<file path="config.mk">
export PLATFORM = sky130hd
export DESIGN_NAME = subtract_w_from_literal_alu
export DESIGN_NICKNAME = d
export VERILOG_FILES = /design/src/shared/alu_pkg.sv /design/src/shared/alu_if.sv /design/src/hw/sub_lit_core.sv /design/src/hw/subtract_w_from_literal_alu.sv
export SDC_FILE = /design/constraint.sdc
export NUM_CORES = 1
export LEC_CHECK = 0
export BUFFER_PORTS_ARGS = -buffer_cell sky130_fd_sc_hd__buf_2
export CAP_MARGIN = 20
export CORE_AREA = 4 4 70 72
export CTS_CLUSTER_SIZE = 30
export DETAILED_ROUTE_END_ITERATION = 12
export DIE_AREA = 0 0 74 76
export PLACE_DENSITY = 0.76
export SETUP_SLACK_MARGIN = 0.1
export SLEW_MARGIN = 10
export SYNTH_ARGS = -nofsm -noshare
export SYNTH_HDL_FRONTEND = slang
export SYNTH_SLANG_ARGS = --single-unit
</file>
<file path="constraint.sdc">
create_clock -name i_clk -period 3.55 [get_ports i_clk]
set_input_delay 0.71 -clock i_clk [delete_from_list [all_inputs] [get_ports i_clk]]
set_output_delay 0.71 -clock i_clk [all_outputs]
set_load 0.1 [all_outputs]
</file>
<file path="src/shared/alu_pkg.sv">
// Constants, types and decode helper shared by the subtract-from-literal datapath.
package alu_pkg;

  // Datapath and instruction widths.
  localparam int INSTR_W  = 16;
  localparam int DATA_W   = 8;
  localparam int NIBBLE_W = 4;
  localparam int FLAG_W   = 5;

  // Opcode field: the upper byte of the instruction word.
  localparam int              OPC_LSB        = 8;
  localparam int              LIT_LSB        = 0;
  localparam logic [7:0]      OPCODE_SUB_LIT = 8'h08;

  // Bit positions of the arithmetic flags in the status vector.
  localparam int FLAG_CARRY  = 0;
  localparam int FLAG_NIBBLE = 1;
  localparam int FLAG_ZERO   = 2;
  localparam int FLAG_OVF    = 3;
  localparam int FLAG_NEG    = 4;

  // Reset values.
  localparam logic [DATA_W-1:0] ACC_RESET    = 8'h00;
  localparam logic [FLAG_W-1:0] STATUS_RESET = 5'h00;
  localparam logic [DATA_W-1:0] ZERO_BYTE    = 8'h00;

  // Instruction cycle phases: idle, then the three after decode; decode itself happens in the start cycle.
  typedef enum logic [1:0] {
    PH_IDLE,
    PH_READ,
    PH_PROC,
    PH_WRITE
  } phase_t;

  // True when the instruction word is the subtract-accumulator-from-literal operation.
  function automatic logic is_subtract_op(input logic [INSTR_W-1:0] word);
    return word[INSTR_W-1:OPC_LSB] == OPCODE_SUB_LIT;
  endfunction

endpackage

</file>
<file path="src/shared/alu_if.sv">
// Operand and result bundle between the instruction sequencer and the subtract core.
`timescale 1ns/1ps
interface alu_if #(
  parameter int W = alu_pkg::DATA_W
);
  logic [W-1:0]               lit;
  logic [W-1:0]               acc;
  logic [W-1:0]               res;
  logic [alu_pkg::FLAG_W-1:0] flags;

  modport drv  (output lit, output acc, input  res, input  flags);
  modport core (input  lit, input  acc, output res, output flags);
endinterface

</file>
<file path="src/hw/sub_lit_core.sv">
// Combinational core that forms literal minus accumulator and its five flags.
`timescale 1ns/1ps
module sub_lit_core #(
  parameter int W = alu_pkg::DATA_W
) (
  // Operands in, result and flags out.
  alu_if.core bus
);
  import alu_pkg::*;

  // The nibble carry needs at least one bit above the low nibble.
  if (W <= NIBBLE_W) begin : g_bad_width
    $error("sub_lit_core: width must exceed the nibble width");
  end

  logic [W:0]          diff;
  logic [NIBBLE_W:0]   nib;
  logic [W-1:0]        res;
  logic [FLAG_W-1:0]   flags;

  // Subtraction is done as literal plus inverted accumulator plus one, so the carry out
  // reads directly as "no borrow", which is how the carry and nibble carry flags behave.
  always_comb begin
    diff  = {1'b0, bus.lit} + {1'b0, ~bus.acc} + {{W{1'b0}}, 1'b1}; // see RL1
    nib   = {1'b0, bus.lit[NIBBLE_W-1:0]} + {1'b0, ~bus.acc[NIBBLE_W-1:0]}
            + {{NIBBLE_W{1'b0}}, 1'b1};
    res   = diff[W-1:0];
    flags = STATUS_RESET;
    flags[FLAG_CARRY]  = diff[W];                                   // see RL5, RL7
    flags[FLAG_NIBBLE] = nib[NIBBLE_W];                             // see RL8
    flags[FLAG_ZERO]   = (res == {W{1'b0}});                        // see RL6
    flags[FLAG_OVF]    = (bus.lit[W-1] != bus.acc[W-1])
                         && (res[W-1] != bus.lit[W-1]);             // see RL8
    flags[FLAG_NEG]    = res[W-1];                                  // see RL8
  end

  assign bus.res   = res;
  assign bus.flags = flags;

endmodule

</file>
<file path="src/hw/subtract_w_from_literal_alu.sv">
// Accumulator datapath slice executing the subtract-accumulator-from-literal instruction.
//
// What this block does
// (RL1) The 8-bit literal minus the accumulator is written back into the accumulator.
// (RL2) The operation updates the negative, overflow, carry, nibble carry and zero flags only.
// (RL3) A word whose upper byte is 08h is decoded as this operation, its low byte the literal.
// (RL4) One word, one instruction cycle: decode, read literal, process, write accumulator.
// (RL5) An accumulator above the literal gives the wrapped result, carry clear and zero clear.
// (RL6) An accumulator equal to the literal gives zero, zero set, carry set and negative clear.
// (RL7) A literal above the accumulator gives the positive difference, carry set and zero clear.
// (RL8) Nibble carry is no borrow from the low nibble, overflow is signed, negative is bit 7.
`timescale 1ns/1ps
module subtract_w_from_literal_alu (
  // Clock and reset.
  input  wire logic                          i_clk,
  input  wire logic                          i_rst_n,
  // Instruction issue from the pipeline.
  input  wire logic                          i_cycle_start,
  input  wire logic [alu_pkg::INSTR_W-1:0]   i_instr,
  // Accumulator and status writes from neighbouring instructions.
  input  wire logic                          i_acc_wr_en,
  input  wire logic [alu_pkg::DATA_W-1:0]    i_acc_wr_data,
  input  wire logic                          i_status_wr_en,
  input  wire logic [alu_pkg::FLAG_W-1:0]    i_status_wr_data,
  // Architectural state and progress.
  output logic [alu_pkg::DATA_W-1:0]         o_acc,
  output logic [alu_pkg::FLAG_W-1:0]         o_status,
  output logic                               o_busy,
  output logic                               o_write_strobe
);
  import alu_pkg::*;

  phase_t                phase_reg;
  phase_t                phase_next;
  logic                  hit_reg;
  logic [INSTR_W-1:0]    instr_reg;
  logic [DATA_W-1:0]     literal_reg;
  logic [DATA_W-1:0]     result_reg;
  logic [FLAG_W-1:0]     flags_reg;
  logic [DATA_W-1:0]     acc_reg;
  logic [FLAG_W-1:0]     status_reg;
  logic                  start_ok;
  logic                  decode_hit;
  logic                  write_strobe;

  alu_if #(.W(DATA_W)) core_bus ();

  sub_lit_core #(
    .W   (DATA_W)
  ) u_core (
    .bus (core_bus)
  );

  // A start is honoured only between instructions; one arriving mid-cycle is dropped.
  assign start_ok     = i_cycle_start && (phase_reg == PH_IDLE);
  assign decode_hit   = is_subtract_op(i_instr);                   // see RL3
  assign write_strobe = (phase_reg == PH_WRITE) && hit_reg;

  // Phase sequencer: the start cycle decodes, then read, process and write follow.
  always_comb begin
    case (phase_reg)
      PH_IDLE:  phase_next = start_ok ? PH_READ : PH_IDLE;          // see RL4
      PH_READ:  phase_next = PH_PROC;
      PH_PROC:  phase_next = PH_WRITE;
      PH_WRITE: phase_next = PH_IDLE;
      default:  phase_next = PH_IDLE;
    endcase
  end

  always_ff @(posedge i_clk) begin
    if (!i_rst_n) begin
      phase_reg <= PH_IDLE;
    end else begin
      phase_reg <= phase_next;
    end
  end

  // Decode: latch the instruction word and whether it is ours.
  always_ff @(posedge i_clk) begin
    if (!i_rst_n) begin
      hit_reg   <= 1'b0;
      instr_reg <= {INSTR_W{1'b0}};
    end else if (start_ok) begin
      hit_reg   <= decode_hit;                                      // see RL3
      instr_reg <= i_instr;
    end
  end

  // Read: the literal is the low byte of the latched word.
  always_ff @(posedge i_clk) begin
    if (!i_rst_n) begin
      literal_reg <= ZERO_BYTE;
    end else if (phase_reg == PH_READ) begin
      literal_reg <= instr_reg[LIT_LSB +: DATA_W];                  // see RL3
    end
  end

  assign core_bus.lit = literal_reg;
  assign core_bus.acc = acc_reg;

  // Process: the accumulator is sampled here, so a neighbour write up to the read phase counts.
  always_ff @(posedge i_clk) begin
    if (!i_rst_n) begin
      result_reg <= ZERO_BYTE;
      flags_reg  <= STATUS_RESET;
    end else if (phase_reg == PH_PROC) begin
      result_reg <= core_bus.res;                                   // see RL1
      flags_reg  <= core_bus.flags;                                 // see RL2
    end
  end

  // Write: our result wins over a neighbour write in the same cycle, since both cannot retire.
  always_ff @(posedge i_clk) begin
    if (!i_rst_n) begin
      acc_reg <= ACC_RESET;
    end else if (write_strobe) begin
      acc_reg <= result_reg;                                        // see RL1
    end else if (i_acc_wr_en) begin
      acc_reg <= i_acc_wr_data;
    end
  end

  always_ff @(posedge i_clk) begin
    if (!i_rst_n) begin
      status_reg <= STATUS_RESET;
    end else if (write_strobe) begin
      status_reg <= flags_reg;                                      // see RL2
    end else if (i_status_wr_en) begin
      status_reg <= i_status_wr_data;
    end
  end

  assign o_acc          = acc_reg;
  assign o_status       = status_reg;
  assign o_busy         = (phase_reg != PH_IDLE);
  assign o_write_strobe = write_strobe;

  // Checking helpers: operands as seen in the process phase.
  logic [DATA_W-1:0] chk_lit_q;
  logic [DATA_W-1:0] chk_acc_q;

  always_ff @(posedge i_clk) begin
    if (!i_rst_n) begin
      chk_lit_q <= ZERO_BYTE;
      chk_acc_q <= ACC_RESET;
    end else if (phase_reg == PH_PROC) begin
      chk_lit_q <= literal_reg;
      chk_acc_q <= acc_reg;
    end
  end

  logic signed [DATA_W+1:0] chk_sdiff;
  logic                     chk_ovf;
  logic                     chk_nib;

  always_comb begin
    chk_sdiff = {{2{chk_lit_q[DATA_W-1]}}, chk_lit_q} - {{2{chk_acc_q[DATA_W-1]}}, chk_acc_q};
    chk_ovf   = (chk_sdiff > 10'sh07F) || (chk_sdiff < -10'sh080);
    chk_nib   = (chk_lit_q[NIBBLE_W-1:0] >= chk_acc_q[NIBBLE_W-1:0]);
  end

  logic proc_ours;
  assign proc_ours = (phase_reg == PH_PROC) && hit_reg;
endmodule

</file>
### Yosys cells after proc, flatten, opt, wreduce, memory -nomap -nowiden

Cells that the tools add are included.
Widths: inputs -> output; s select.

| storage, ports and cells | value |
|---|---|
| register bits | 45 |
| output and inout port bits | 15 |
| word-level logic and storage cells | 34 |

| cells by class | value |
|---|---|
| add/subtract/negate cells | 4 |
| equality and inequality tests | 6 |
| muxes and demuxes | 6 |
| bitwise operators | 2 |
| reductions and logical operators | 8 |

Operators by type and width:

| kind | number |
|---|---|
| $mux 8 | 2 |
| $mux 5 | 2 |
| $add 8x8->9 | 1 |
| $add 9x1->9 const B | 1 |
| $eq 8x4->1 const B | 1 |
| $logic_not 8->1 | 1 |
| $not 8->8 | 1 |
| $pmux 2 s4 | 1 |
| $reduce_bool 2->1 | 3 |
| $add 4x4->5 | 1 |
| $add 5x1->5 const B | 1 |
| $eq 2x2->1 const B | 2 |
| $not 4->4 | 1 |
| $logic_and 1x1->1 | 3 |
| $eq 2x1->1 const B | 1 |
| $logic_not 2->1 | 1 |
| $ne 1x1->1 | 2 |
| $mux 1 | 1 |

### Logic depth before layout (Yosys ltp)

| depth | value |
|---|---|
| word-level depth | 5 |
| mapped depth | 9 |
| gate-level depth less buffers | 9 |

### Hierarchy

Synthesis repeated with hierarchy kept, for this count alone.

| unflattened totals | value |
|---|---|
| cells, all modules | 240 |
| area total of the unflattened synthesis | 2321.0 um^2 |

Modules (own cells, without submodules):

| module | times used | cells an instance | area an instance (um^2) | sequential area each (um^2) |
|---|---|---|---|---|
| subtract_w_from_literal_alu | 1 | 185 | 1908.1 | 900.9 |
| sub_lit_core | 1 | 55 | 412.9 | 0.0 |

### Least setup slack after synthesis

Ideal clock, no wire load.

| timing | value |
|---|---|
| path kind | register to register |
| from | register acc_reg[5] (netlist: o_acc[5]) |
| to | register flags_reg[2] |
| arrival | 2.495 ns |
| data required time | 3.436 ns |
| slack | 0.941 ns |
| cell stages (with the launch flop) | 9 |
| clock period less this slack | 2.609 ns |
| cell sequence | dfxtp_1 inv_1 ha_1 o21a_1 a21boi_0 a311o_1 xor2_1 a21oi_2 a21o_1 |

| between the ends | value |
|---|---|
| word-level cells in the longest chain between the ends | 4 |

RTL lines:

| element | line | RTL |
|---|---|---|
| from (decl) | subtract_w_from_literal_alu.sv:40 | `logic [DATA_W-1:0] acc_reg;` |
| from (signal assigned) | subtract_w_from_literal_alu.sv:117 | `acc_reg <= result_reg;` |
| from (signal assigned) | subtract_w_from_literal_alu.sv:119 | `acc_reg <= i_acc_wr_data;` |
| $not 8->8 | sub_lit_core.sv:24 | `diff = {1'b0, bus.lit} + {1'b0, ~bus.acc} + {{W{1'b0}}, 1'b1};` |
| $add 8x8->9 | sub_lit_core.sv:24 |  |
| $add 9x1->9 | sub_lit_core.sv:24 |  |
| $logic_not 8->1 | sub_lit_core.sv:31 | `flags[FLAG_ZERO] = (res == {W{1'b0}});` |
| to (signal assigned) | subtract_w_from_literal_alu.sv:108 | `flags_reg <= core_bus.flags;` |
| to (decl) | subtract_w_from_literal_alu.sv:39 | `logic [FLAG_W-1:0] flags_reg;` |

No other way between the ends.
A chain may end at the register's enable or synchronous reset.

### Worst setup path in the final report

| timing | value |
|---|---|
| from | register phase_reg[0] |
| to | output port o_write_strobe |

| between the ends | value |
|---|---|
| word-level cells in the longest chain between the ends | 2 |

RTL lines:

| element | line | RTL |
|---|---|---|
| from (decl) | subtract_w_from_literal_alu.sv:33 | `phase_t phase_reg;` |
| from (signal assigned) | subtract_w_from_literal_alu.sv:74 | `phase_reg <= phase_next;` |
| $eq 2x2->1 | subtract_w_from_literal_alu.sv:57 | `assign write_strobe = (phase_reg == PH_WRITE) && hit_reg;` |
| $logic_and 1x1->1 | subtract_w_from_literal_alu.sv:57 |  |
| to (decl) | subtract_w_from_literal_alu.sv:29 | `output logic o_write_strobe` |

No other way between the ends.

==> metrics.txt <==
status finished clean; YS warnings 0; Internal Pwr Total 795 µW; die area 5620 µm²; worst path required time 2.84 ns; crit path time final 2.26 ns; core outline area 4290 µm²; Synth top area share 0.404; total CTS buffers 5; die width 74 µm; Post-Synth XOR/XNOR Area 0.0201; Detailed Routing Iterations Pass 1 4; Top Ports 49; share of power burned in registers 0.467; root buffer cell clkbuf_8; Layout Nets 326; H-tree depth 2; Placed Cells incl. Taps between 300 and 400; area of the mapped netlist ~2200 µm²; IO Port Bufs 48; Cell Pwr Density about 470 nW/µm²; power after layout around 1.2 mW; fin crit share 0.637; total global-route track usage 0.161; Adder-Cell Fraction of Synth Area 0.0838; Slew @ Worst Pin 0.650 ns; Final Skew 0.00580 ns; post-cts hold buffer count 0; crit end category primary output; worst skew pair latency 0.30 ns; Post-Synth Simple-Gate Area 0.158; Synthesized Nets 282; Clk pwr share 0.244; n_diodes 0; Synth async-reset ratio 0; crit-path max cell delay just over 0.4 ns; wire length per cell 12.7 µm; Combinational Power Share 0.289; largest family of logic cells by synthesized area compound AO/OA/AOI/OAI gates; Post-Synthesis Cells 234; postcts setup bufs 0; type of origin of the critical path register; initial core utilization 0.508; Rows 24; post-route insts no fill 330; endpoints failing setup 0; top-count cell post-synth dfxtp_1; Layout area overhead 16.0%; DR DRC count 0; vias in the first global route between 1500 and 2000; Util after Layout 0.589; multiplexer share of the synthesized area 0.0918; EDFF count, synth 0; pre-CTS setup slack approximately 1.5 ns; crit-path max FO 26; initial antenna violation count 0; pin count of the biggest net entering global routing 45; maximum VDD drop between 0.0002 and 0.0003 V; Worst path depth 5; Hold Vio Cnt, Final 0; switching share of power 0.337; clock-pin transition on the worst setup and hold timing paths 0.07 ns; WP buf/inv 3; clock sinks 44; FF-to-FF setup slack 1.54 ns; Area after DPL 2450 µm²; Slowest-stage cell, CP buf_2; dpl hpwl 3100 µm; hold depth 2; Peak Freq 442 MHz; Max-Cap Viols 0; Crit path max-delay family buffers and inverters; top_reg_cell synth dfxtp_1; Vias 1679; Die H 76 µm; RSZ-0062 raised after global routing no; TNS Setup 0 ns; PostCTS Resize Cnt 0; Total Wirelength around 4200 µm; switching power slightly above 400 µW; Slew headroom 0.567; routability cong. between 0.8 and 0.9; total grt overflow 0; Initial DRC Count 58; Synth area leader dfxtp_1; CTS tree done; Max clock buf depth 2; post-synthesis sequential area ratio 0.404; syn avg cell area 9.31 µm²; Via density 5.09; DRT antenna net count 0; Critical Path, Cell by Cell ha_1, nand2_1, buf_4, inv_1, buf_2; CP Data Arrival Time between 1.5 and 2 ns; cells on worst reg2reg path 8; most frequent cells after synthesis dfxtp_1, nand2_1, mux2i_1, nor2b_1; #FFs+latches synth 44; fin area 2530 µm²; Synth cell types 34; Slew Limit Fails 0; post-synthesis compound-gate area fraction 0.193; largest cells by area after synthesis dfxtp_1, mux2i_1, ha_1, o211a_1, nand2_1; global-route wire length before repair 7090 µm; layout cell share with drive strength beyond 1 0.216; worst setup margin 1.29 ns; WHS ~0.47 ns; Leak 1.21 nW; Hold Crit Class reg -> reg; CP Class reg -> out
## path summary, 6_finish.rpt
| kind | startpoint | to |
|---|---|---|
| min reg2reg | instr_reg[6] | instr_reg[6] |
| max | phase_reg[0] | o_write_strobe |
| max reg2reg | o_acc[5] | flags_reg[2] |
| min | instr_reg[6] | instr_reg[6] |
## layer usage
| metal | global-route usage | up-vias | part of all wire |
|---|---|---|---|
| li1 | - | 888 | - |
| met1 | 0.207 | 733 | 0.47 |
| met2 | 0.254 | 51 | 0.43 |
| met3 | 0.0449 | 7 | 0.074 |
| met4 | 0.0598 | 0 | 0.018 |
| met5 | 0 | - | 0 |
## cell type report
type	count	area, µm²
multi-input combinational	162	1190
sequential	44	881
clock buffer	6	72.6
tap	52	65.1
timing repair buffer	50	255
inverter	15	56.3
clock inverter	1	5.00
fill	403	1770
## worst min-delay path: stages (launching register included)
cell	delay (ns)
dfxtp_1	0.31
nand2_1	0.05
a21boi_0	0.06
## cell families (layout without fill, tap and decap cells)
family / count (synthesis) / count (layout)
fa+ha+maj: 14 / 14
buf+inv: 28 / 72
mux: 20 / 20
xor+xnor: 5 / 5
flops: 44 / 44
compound gates: 53 / 53
simple gates: 70 / 70
## power groups by stage
stage	clock (mW)	sequential, mW	combinational, mW
global placement	0	0.571	0.342
global route	0.327	0.567	0.382
floorplan	0	0.627	0.222
CTS	0.305	0.561	0.349
detailed placement	0	0.572	0.347
finish	0.293	0.560	0.346
## layout by cell type (no fill, tap or decap), types with 3 or more instances in the layout
cell,synthesis,final
inv_1,15,15
nor2b_1,16,16
o211a_1,15,15
a21oi_1,3,3
nand3_1,3,3
nand2_1,36,36
nor2_1,5,5
buf_2,1,48
o21ai_0,5,5
o21a_1,3,3
clkbuf_8,0,5
a21oi_2,3,3
mux2i_1,20,20
dfxtp_1,44,44
xnor2_1,4,4
o211ai_1,6,6
ha_1,13,13
a21boi_0,10,10
Power figures use the tool's default switching activity.
